[src/analog_level_ramp_defines.vh]
// constants shared by the analog level ramp block
// How it works
// - a rising enable loads offset plus start/stop offset, holds it one time base, then ramps.
// - a falling enable puts the level straight back to the offset, so the scaled output is 0.
// - level select low aims at target one, high aims at target two.
// - changing level select mid-ramp moves the level from where it is to the new target.
// - a rising decelerated stop moves the level at the set rate to the start/stop level.
// - once there, the start/stop level is held one time base and then the offset is loaded.
// - both target levels are limited to -10000 .. +20000.
// - the level never goes above the ceiling, which is limited to -10000 .. +20000.
// - the start/stop level is the offset plus a start/stop offset limited to 0 .. +20000.
// - the rate, in steps per second, is limited to 1 .. 10000.
// - the scaled output is level minus offset, divided by the gain.
// - the level steps only on the 100 ms time base.
// - after a stop, a new start needs both stop and enable to have gone low first.
// - the scaled output is limited to 0 .. +32767.
`ifndef ANALOG_LEVEL_RAMP_DEFINES_VH
`define ANALOG_LEVEL_RAMP_DEFINES_VH

// ****************************************
// timing
// ****************************************
`define CLK_HZ 50000000
`define TICK_MS 100
// 100 ms of the 50 MHz clock, sized to the 23-bit time base counter
`define TICK_CYCLES_DEFAULT 23'h4c4b40

// ****************************************
// value ranges
// ****************************************
`define LEVEL_MIN (-18'sh02710)
`define LEVEL_MAX 18'sh04e20
`define OFFSET_MIN (-18'sh02710)
`define OFFSET_MAX 18'sh02710
`define SS_MIN 18'sh00000
`define SS_MAX 18'sh04e20
`define RATE_MIN 14'h0001
`define RATE_MAX 14'h2710
`define RATE_DIV 14'h000a
`define GAIN_MAX 10'h3e8
`define GAIN_SCALE 24'h000064
`define AQ_MAX 16'h7fff

// ****************************************
// reset values
// ****************************************
`define LEVEL_RESET 18'h00000
`define AQ_RESET 16'h0000

// ****************************************
// one-hot states
// ****************************************
`define ST_IDLE 6'h01
`define ST_START 6'h02
`define ST_RAMP 6'h04
`define ST_STOP_RAMP 6'h08
`define ST_STOP_HOLD 6'h10
`define ST_WAIT 6'h20

`endif

[src/analog_level_ramp.v]
// analog level ramp generator with scaled output
`timescale 1ns/1ns
`include "analog_level_ramp_defines.vh"

module analog_level_ramp #(
	parameter [22:0] TICK_CYCLES = `TICK_CYCLES_DEFAULT
) (
	input wire clk,
	input wire rst_n,
	input wire enable,
	input wire level_select,
	input wire decel_stop_request,
	input wire signed [15:0] level_one,
	input wire signed [15:0] level_two,
	input wire signed [15:0] level_ceiling,
	input wire [15:0] start_stop_offset,
	input wire [13:0] ramp_rate,
	input wire signed [15:0] level_offset,
	input wire [9:0] gain_hundredths,
	output reg signed [17:0] current_level_q,
	output reg [15:0] scaled_analog_out_q,
	output reg ramp_active_q
);

	localparam [5:0] ST_IDLE = `ST_IDLE;
	localparam [5:0] ST_START = `ST_START;
	localparam [5:0] ST_RAMP = `ST_RAMP;
	localparam [5:0] ST_STOP_RAMP = `ST_STOP_RAMP;
	localparam [5:0] ST_STOP_HOLD = `ST_STOP_HOLD;
	localparam [5:0] ST_WAIT = `ST_WAIT;
	localparam [22:0] TICK_LAST = TICK_CYCLES - 23'h000001;

	// ****************************************
	// helpers
	// ****************************************
	function signed [17:0] clamp;
		input signed [17:0] v;
		input signed [17:0] lo;
		input signed [17:0] hi;
		begin
			if (v < lo)
				clamp = lo;
			else if (v > hi)
				clamp = hi;
			else
				clamp = v;
		end
	endfunction

	function signed [17:0] sx;
		input [15:0] v;
		begin
			sx = {{2{v[15]}}, v};
		end
	endfunction

	// never passes the target, lands on it when close
	function signed [17:0] step_toward;
		input signed [17:0] cur;
		input signed [17:0] tgt;
		input signed [17:0] st;
		begin
			if (cur < tgt) begin
				if (tgt - cur <= st)
					step_toward = tgt;
				else
					step_toward = cur + st;
			end else begin
				if (cur - tgt <= st)
					step_toward = tgt;
				else
					step_toward = cur - st;
			end
		end
	endfunction

	// ****************************************
	// input synchronisers
	// ****************************************
	reg en_s1_q, en_s2_q, en_prev_q;
	reg sel_s1_q, sel_s2_q;
	reg stop_s1_q, stop_s2_q, stop_prev_q;

	always @(posedge clk or negedge rst_n) begin
		if (!rst_n) begin
			en_s1_q <= 1'b0;
			en_s2_q <= 1'b0;
			en_prev_q <= 1'b0;
			sel_s1_q <= 1'b0;
			sel_s2_q <= 1'b0;
			stop_s1_q <= 1'b0;
			stop_s2_q <= 1'b0;
			stop_prev_q <= 1'b0;
		end else begin
			en_s1_q <= enable;
			en_s2_q <= en_s1_q;
			en_prev_q <= en_s2_q;
			sel_s1_q <= level_select;
			sel_s2_q <= sel_s1_q;
			stop_s1_q <= decel_stop_request;
			stop_s2_q <= stop_s1_q;
			stop_prev_q <= stop_s2_q;
		end
	end

	wire en_rise = en_s2_q & ~en_prev_q;
	wire en_fall = ~en_s2_q & en_prev_q;
	wire stop_rise = stop_s2_q & ~stop_prev_q;

	// ****************************************
	// parameter limits
	// ****************************************
	// target limits
	wire signed [17:0] l1_c = clamp(sx(level_one), `LEVEL_MIN, `LEVEL_MAX);
	wire signed [17:0] l2_c = clamp(sx(level_two), `LEVEL_MIN, `LEVEL_MAX);
	wire signed [17:0] ceil_c = clamp(sx(level_ceiling), `LEVEL_MIN, `LEVEL_MAX);
	wire signed [17:0] off_c = clamp(sx(level_offset), `OFFSET_MIN, `OFFSET_MAX);
	wire signed [17:0] ss_c = clamp({2'b00, start_stop_offset}, `SS_MIN, `SS_MAX);
	wire signed [17:0] ss_sum = off_c + ss_c;
	wire signed [17:0] ss_level = (ss_sum > ceil_c) ? ceil_c : ss_sum;
	wire signed [17:0] tgt_raw = sel_s2_q ? l2_c : l1_c;
	wire signed [17:0] target = (tgt_raw > ceil_c) ? ceil_c : tgt_raw;
	wire [13:0] rate_c = (ramp_rate < `RATE_MIN) ? `RATE_MIN :
		(ramp_rate > `RATE_MAX) ? `RATE_MAX : ramp_rate;
	// tenth of rate per update; rates below ten still creep by one
	wire [13:0] rate_tenth = rate_c / `RATE_DIV;
	wire signed [17:0] step = (rate_tenth == 14'h0000) ? 18'sh00001 : {4'h0, rate_tenth};

	// ****************************************
	// time base
	// ****************************************
	reg [22:0] tick_cnt_q;
	reg restart;
	wire tick = (tick_cnt_q == TICK_LAST);

	always @(posedge clk or negedge rst_n) begin
		if (!rst_n)
			tick_cnt_q <= 23'h000000;
		else if (restart || tick)
			tick_cnt_q <= 23'h000000;
		else
			tick_cnt_q <= tick_cnt_q + 23'h000001;
	end

	// ****************************************
	// ramp state machine
	// ****************************************
	reg [5:0] state_q, state_d;
	reg signed [17:0] level_d;

	always @* begin
		state_d = state_q;
		level_d = current_level_q;
		restart = 1'b0;
		case (state_q)
			ST_IDLE: begin
				level_d = off_c;
				if (en_rise && !stop_s2_q) begin
					level_d = ss_level;
					restart = 1'b1;
					state_d = ST_START;
				end
			end
			ST_START: begin
				// first step at the end of the start hold, not one update later
				if (stop_rise) begin
					state_d = ST_STOP_RAMP;
				end else if (tick) begin
					level_d = step_toward(current_level_q, target, step);
					state_d = ST_RAMP;
				end
			end
			ST_RAMP: begin
				if (stop_rise)
					state_d = ST_STOP_RAMP;
				else if (tick)
					level_d = step_toward(current_level_q, target, step);
			end
			ST_STOP_RAMP: begin
				if (current_level_q == ss_level) begin
					restart = 1'b1;
					state_d = ST_STOP_HOLD;
				end else if (tick) begin
					level_d = step_toward(current_level_q, ss_level, step);
				end
			end
			ST_STOP_HOLD: begin
				if (tick) begin
					level_d = off_c;
					state_d = ST_WAIT;
				end
			end
			ST_WAIT: begin
				level_d = off_c;
				if (!stop_s2_q && !en_s2_q)
					state_d = ST_IDLE;
			end
			default: begin
				level_d = off_c;
				state_d = ST_IDLE;
			end
		endcase
		if (en_fall && state_q != ST_IDLE) begin
			level_d = off_c;
			state_d = ST_WAIT;
		end
		// hard ceiling, also cuts in if ceiling is lowered mid-ramp
		if (level_d > ceil_c)
			level_d = ceil_c;
	end

	always @(posedge clk or negedge rst_n) begin
		if (!rst_n) begin
			state_q <= ST_IDLE;
			current_level_q <= `LEVEL_RESET;
			ramp_active_q <= 1'b0;
		end else begin
			state_q <= state_d;
			current_level_q <= level_d;
			ramp_active_q <= (state_d != ST_IDLE) && (state_d != ST_WAIT);
		end
	end

	// ****************************************
	// scaled output
	// ****************************************
	// gain is in hundredths, so the difference is scaled by 100 first
	wire signed [17:0] diff = current_level_q - off_c;
	wire [23:0] prod = {7'h00, diff[16:0]} * `GAIN_SCALE;
	wire [23:0] quot = (gain_hundredths == 10'h000) ? 24'h000000 :
		prod / {14'h0000, gain_hundredths};
	reg [15:0] aq_d;

	always @* begin
		if (diff[17] || diff == 18'sh00000)
			aq_d = 16'h0000;
		else if (gain_hundredths == 10'h000 || quot > {8'h00, `AQ_MAX})
			aq_d = `AQ_MAX;
		else
			aq_d = quot[15:0];
	end

	always @(posedge clk or negedge rst_n) begin
		if (!rst_n)
			scaled_analog_out_q <= `AQ_RESET;
		else
			scaled_analog_out_q <= aq_d;
	end

endmodule // analog_level_ramp

[config.mk]
export PLATFORM = sky130hd
export DESIGN_NAME = analog_level_ramp
export DESIGN_NICKNAME = d
export VERILOG_FILES = /design/src/analog_level_ramp.v
export VERILOG_INCLUDE_DIRS = /design/src /design/src/src
export SDC_FILE = /design/constraint.sdc
export NUM_CORES = 1
export LEC_CHECK = 0
export BUFFER_PORTS_ARGS = -buffer_cell sky130_fd_sc_hd__buf_2
export CORE_MARGIN = 10
export CORE_UTILIZATION = 55
export DETAILED_ROUTE_END_ITERATION = 10
export HOLD_SLACK_MARGIN = 0.05
export MAX_ROUTING_LAYER = met4
export PLACE_DENSITY = 0.73
export SKIP_CTS_REPAIR_TIMING = 1
export SYNTH_ARGS = -nofsm -noshare
export SYNTH_HDL_FRONTEND = slang
export SYNTH_SLANG_ARGS = --single-unit
[constraint.sdc]
create_clock -name clk -period 80.4 [get_ports clk]
set_clock_uncertainty 0.1 [all_clocks]
set_input_delay 8.04 -clock clk [delete_from_list [all_inputs] [get_ports clk]]
set_output_delay 8.04 -clock clk [all_outputs]
set_load 0.01 [all_outputs]
==> flow_metrics.py, run 1 <==
metrics = {
    "flow_run": {
        "maxCapViolCount": 0,
    },
    "layout": {
        "layout-drive-gt1-share_pct": 10.7,
        "syn_to_final_growth_pct": 6.69,
        "final_util_pct": 59.7,
        "finalNetCount": 4706,
        "fillers": 4953,
    },
    "die": {
        "num_io_pins": 144,
        "fp-row-count": 83,
        "die_w_um": 249,
        "initial_core_util_pct": 55.9,
        "die_h_um": 249,
        "dieArea_um2": 62100,
        "fp.coreArea_um2": 51600,
    },
    "route": {
        "drt_iter0_drc": 2588,
        "final_antenna_net_count": 0,
        "via_per_inst": 6.30,
        "avgRoutedWirePerCell_um": 19.3,
        "route.detailed.drc": 0,
        "vias": 30200,
        "drt_pre_antenna_iters": 6,
        "wl_um": 92500,
    },
    "logic_synthesis": {
        "yosys-top-cells-area": "ha_1 (21%), dfrtp_1 (6.2%), a21oi_1 (5.9%), xnor2_1 (5.3%), nor2_1 (4.9%)",
        "yosys.area.top_type_share_pct": 20.7,
        "avgSynthCellArea_um2": 7.17,
        "ys_warn_count": 0,
        "ys_ff_latch": 72,
        "synthArstFlopShare_pct": 100,
        "synth_most_common_cell": "ha_1",
        "synth-seq-area-share_pct": 6.24,
        "synth_edf_count": 0,
        "yosysTopAreaCell": "ha_1",
        "ys_types": 143,
        "synth_top_flop_cell": "dfrtp_1",
        "netlist_top_cells_count": "ha_1 (477), nor2_1 (374), a21oi_1 (342)",
        "syn-instance-count": 4029,
        "syn-cell-area_um2": 28900,
    },
    "worst_hold_path": {
        "hold_class": "reg2reg",
    },
    "worst_setup_path": {
        "crit_top_cell": "o21a_1",
        "r2r_cells": 323,
        "r2r_start": "current_level_q[0]$_DFF_PN0_",
        "worstSetupPathType": "in2reg",
        "critPathLaunch": "level_offset[3]",
        "slowest_stage": "or4b_4",
        "slowest_delay_ps": 600,
        "endpoint_kind": "flip-flop",
        "crit_family": "compound AO/OA/AOI/OAI gates",
        "cp_num_buf_inv": 19,
        "cp.arrival_ps": 74860,
        "worst_ep_required_time_ps": 80540,
        "r2r_end": "scaled_analog_out_q[0]$_DFF_PN0_",
        "crit_fanout": 26,
        "crit_end": "scaled_analog_out_q[0]$_DFF_PN0_",
        "critPathLaunchType": "primary input",
        "path_depth": 329,
        "reg2reg_slack_ps": 14190,
    },
    "placement": {
        "pre_cts_slack_ps": 918,
        "hpwlAfterDp_um": 76800,
        "gp_congestion": 1.02,
        "numPortBuffers": 143,
    },
    "grt": {
        "grt_pass1_wl_um": 147000,
        "grt_pass1_vias": 28000,
        "gr-total-overflow": 0,
        "grt_util_all_layers_pct": 28.8,
        "antenna_found_initial": 2,
        "grt_max_degree": 44,
    },
    "clocking": {
        "clkSlewWorstSetupHoldPaths_ps": 60,
        "clock-root-buffer": "clkbuf_16",
        "htreeDepth": 3,
        "tritoncts": "yes",
        "clkLatencyLatePin_ps": 380,
        "cts_made_buffers": 9,
        "cts_num_sinks": 72,
        "clock_path_buffers": 2,
    },
    "sta": {
        "holdWs_ps": 249,
        "tightest_slew_ps": 1210,
        "setup_viol": 0,
        "final_hold_viol_count": 0,
        "min_period_ps": 74720,
        "drv_slew": 0,
        "max_freq_mhz": 13.4,
        "period_share_pct": 92.9,
        "finalWorstSetupSlack_ps": 5680,
        "relSlewSlack_pct": 17.1,
    },
    "status": {
        "outcome": "finished clean",
    },
}
## worst min path at each step
stage,start,to,slack (ps),cells after the start
after CTS,en_s1_q$_DFF_PN0_,en_s2_q$_DFF_PN0_,250,0
after detailed placement,en_s1_q$_DFF_PN0_,en_s2_q$_DFF_PN0_,240,0
after floorplan,en_s1_q$_DFF_PN0_,en_s2_q$_DFF_PN0_,230,0
after global placement,sel_s1_q$_DFF_PN0_,sel_s2_q$_DFF_PN0_,240,0
after global routing,en_s1_q$_DFF_PN0_,en_s2_q$_DFF_PN0_,270,0
final,en_s1_q$_DFF_PN0_,en_s2_q$_DFF_PN0_,250,0
## per-layer routing
| metal | share of wire [%] | global-route usage [%] |
|---|---|---|
| met1 | 43 | 35.1 |
| met5 | 0 | - |
| met3 | 5.9 | 3.09 |
| met4 | 4.7 | 12.0 |
| met2 | 46 | 47.6 |
## cell type report
class                           instances  area (um2)  share of cell area (%)
Antenna cell                            1        2.50                 0.00812
Tap cell                              680         851                    2.76
Inverter                              259         972                    3.16
Multi-Input combinational cell       3560       25700                    83.5
Timing Repair Buffer                  198        1130                    3.68
Clock inverter                          6        90.1                   0.292
Clock buffer                           10         229                   0.743
Sequential cell                        72        1800                    5.85
## kinds of logic (layout without fill, tap and decap cells)
logic type | Yosys count | count (layout) | synth area share [%]
and+or+nand+nor | 1369 | 1369 | 23.5
xor gates and xnor gates | 271 | 271 | 8.22
other | 2 | 10 | 0.0260
DFF | 72 | 72 | 6.24
AOI/OAI and AO/OA | 1298 | 1298 | 30.0
adders and majority gates | 501 | 501 | 22.2
buffers and inverters | 404 | 473 | 5.69
muxes | 112 | 112 | 4.12
## metrics by stage
| step | cells | TNS, ps | cell area (um2) |
|---|---|---|---|
| floorplan | 4036 | 0 | 28900 |
| global placement | 4758 | 0 | 30200 |
| detailed placement | 4758 | 0 | 30200 |
| CTS | 4774 | 0 | 30500 |
| global route | 4786 | -183 | 30800 |
| finish | 4786 | 0 | 30800 |
## flip-flops by register name (all words and copies together), names as in the netlist
signal,cells
ramp_active_q,1
en_prev_q,1
stop_s2_q,1
scaled_analog_out_q,16
en_s1_q,1
sel_s1_q,1
en_s2_q,1
current_level_q,18
sel_s2_q,1
stop_s1_q,1
state_q,6
stop_prev_q,1
tick_cnt_q,23
## cells in the final DEF (no fill, tap or decap), types with 39 or more instances in the layout
| cell | synthesis | layout |
|---|---|---|
| ha_1 | 477 | 477 |
| nor2_1 | 374 | 367 |
| a21oi_1 | 342 | 335 |
| nand2_1 | 333 | 331 |
| inv_1 | 256 | 256 |
| o21ai_0 | 240 | 235 |
| xnor2_1 | 175 | 175 |
| nor3_1 | 146 | 144 |
| buf_2 | 8 | 142 |
| a21o_1 | 127 | 126 |
| o21a_1 | 126 | 124 |
| xor2_1 | 96 | 96 |
| nand3_1 | 85 | 82 |
| dfrtp_1 | 71 | 71 |
| nand2b_1 | 66 | 66 |
| mux2i_1 | 60 | 59 |
| nand4_1 | 59 | 59 |
| nor2b_1 | 60 | 57 |
| o21bai_1 | 56 | 55 |
| buf_4 | 4 | 55 |
| o31ai_1 | 51 | 50 |
| mux2_2 | 48 | 48 |
| a211oi_1 | 41 | 39 |
Power of run 1 is not shown: default switching activity piles up to over one toggle a cycle in this logic, so the estimate is an artifact.
==> run 2: changes to the inputs <==
==> constraint.sdc (replaced) <==
create_clock -name clk -period 80.4 [get_ports clk]
set_clock_uncertainty 0.1 [all_clocks]
set_input_delay 4.02 -clock clk [delete_from_list [all_inputs] [get_ports clk]]
set_output_delay 4.02 -clock clk [all_outputs]
set_load 0.01 [all_outputs]
==> flow_metrics.py, run 2 (synthesized netlist as in run 1, its figures left out) <==
metrics = {
    "worst_setup_path": {
        "crit_fanout": 26,
        "cp_num_buf_inv": 18,
        "worst_ep_required_time_ps": 80540,
        "path_depth": 328,
        "critPathLaunchType": "primary input",
        "crit_family": "compound AO/OA/AOI/OAI gates",
        "slowest_stage": "or4b_4",
        "worstSetupPathType": "in2reg",
        "cp.arrival_ps": 73900,
        "crit_top_cell": "o21a_1",
        "r2r_cells": 322,
        "endpoint_kind": "flip-flop",
        "slowest_delay_ps": 630,
    },
    "clocking": {
        "cts_made_buffers": 9,
        "clock-root-buffer": "clkbuf_16",
        "tritoncts": "yes",
        "cts_num_sinks": 72,
        "clock_path_buffers": 2,
        "clkLatencyLatePin_ps": 380,
        "clkSlewWorstSetupHoldPaths_ps": 70,
        "htreeDepth": 3,
    },
    "route": {
        "route.detailed.drc": 0,
        "via_per_inst": 6.29,
        "wl_um": 91600,
        "drt_pre_antenna_iters": 6,
        "avgRoutedWirePerCell_um": 19.2,
        "vias": 30100,
        "drt_iter0_drc": 2367,
        "final_antenna_net_count": 0,
    },
    "layout": {
        "finalNetCount": 4696,
        "mostFrequentLayoutCells": "ha_1 (477), nor2_1 (370), a21oi_1 (341)",
        "largest_register": "tick_cnt_q",
        "layout-drive-gt1-share_pct": 9.74,
        "largest_registers": "tick_cnt_q: 23 flops, current_level_q: 18 flops, scaled_analog_out_q: 16 flops",
        "layout_commonest_cell": "ha_1",
        "largest_register_ffs": 23,
        "syn_to_final_growth_pct": 5.93,
    },
    "grt": {
        "use_met1_pct": 34.6,
        "use_met2_pct": 47.0,
        "grt_pass1_wl_um": 146000,
        "met3_usage_pct": 3.94,
        "antenna_found_initial": 2,
        "grt_pass1_vias": 28000,
        "grt_util_all_layers_pct": 28.6,
        "gr-total-overflow": 0,
        "grt_most_used_layer": "met2",
        "grt_max_degree": 43,
    },
    "sta": {
        "setup_viol": 0,
        "min_period_ps": 73750,
        "tightest_slew_ps": 1220,
        "period_share_pct": 91.7,
        "relSlewSlack_pct": 16.4,
        "drv_slew": 0,
        "tns_ps": 0,
        "max_freq_mhz": 13.6,
        "rsz0062_at_grt": "no",
        "final_hold_viol_count": 0,
    },
    "status": {
        "outcome": "finished clean",
    },
    "worst_hold_path": {
        "hold_class": "reg2reg",
        "hold_depth": 0,
    },
    "die": {
        "die_h_um": 249,
        "initial_core_util_pct": 55.9,
        "die_w_um": 249,
        "fp.coreArea_um2": 51600,
        "fp-row-count": 83,
        "num_io_pins": 144,
        "dieArea_um2": 62100,
    },
    "placement": {
        "numPortBuffers": 143,
        "gp_congestion": 1.02,
        "hpwlAfterDp_um": 76000,
    },
    "flow_run": {
        "maxCapViolCount": 0,
    },
}
## run 2: cell count changes in the layout (fill, tap and decap cells not counted), moves of 3 or more
cell and delta:
a21oi_1 +6, nor2_1 +3, buf_4 -9, a21oi_2 -6
o21ai_2 -3
## run 2: worst register-to-register path, delay by kind of cell (launching register included)
family	cells	cell delay [ps]
AOI/OAI and AO/OA	182	37350
xor gates and xnor gates	2	410
adders and majority gates	29	8970
buffers and inverters	18	2270
DFF	1	510
muxes	7	1780
and+or+nand+nor	84	17580
## run 2: path summary, 6_finish.rpt
kind                                               endpoint  slack, ps                    startpoint
max                        scaled_analog_out_q[0]$_DFF_PN0_       6650               level_offset[3]
min                                      sel_s2_q$_DFF_PN0_        260            sel_s1_q$_DFF_PN0_
max reg2reg                scaled_analog_out_q[0]$_DFF_PN0_      11310  current_level_q[0]$_DFF_PN0_
min reg2reg                              sel_s2_q$_DFF_PN0_        260            sel_s1_q$_DFF_PN0_
max in group asynchronous          tick_cnt_q[12]$_DFF_PN0_      75660                         rst_n
min in group asynchronous               stop_s1_q$_DFF_PN0_       3520                         rst_n
## run 2: cell type report
type,count,area [um2]
repair buffers,188,1060
well taps,680,851
inverters,259,972
flip-flops and latches,72,1800
fillers,4916,21000
multi-input cells,3560,25600
clock buffers,11,243
diodes,2,5.00
clock inverters,5,86.3
## run 2: stage by stage
step	std cells	worst slack (ps)	utilization (%)	area [um2]	hold WS [ps]
2_1_floorplan	4036	11160	-	28900	231
3_3_place_gp	4759	7100	58.5	30200	236
3_5_place_dp	4759	4890	58.5	30200	241
4_1_cts	4775	4860	59.1	30500	255
5_1_grt	4777	32.0	59.3	30600	258
6_report	4777	6650	59.3	30600	255
## run 2: layer usage
layer	part of all wire [%]	wire (um)
met2	46	42100
met1	44	40000
met3	5.9	5370
met4	4.5	4120
met5	0	0
Power of run 2 is left out for the same reason.
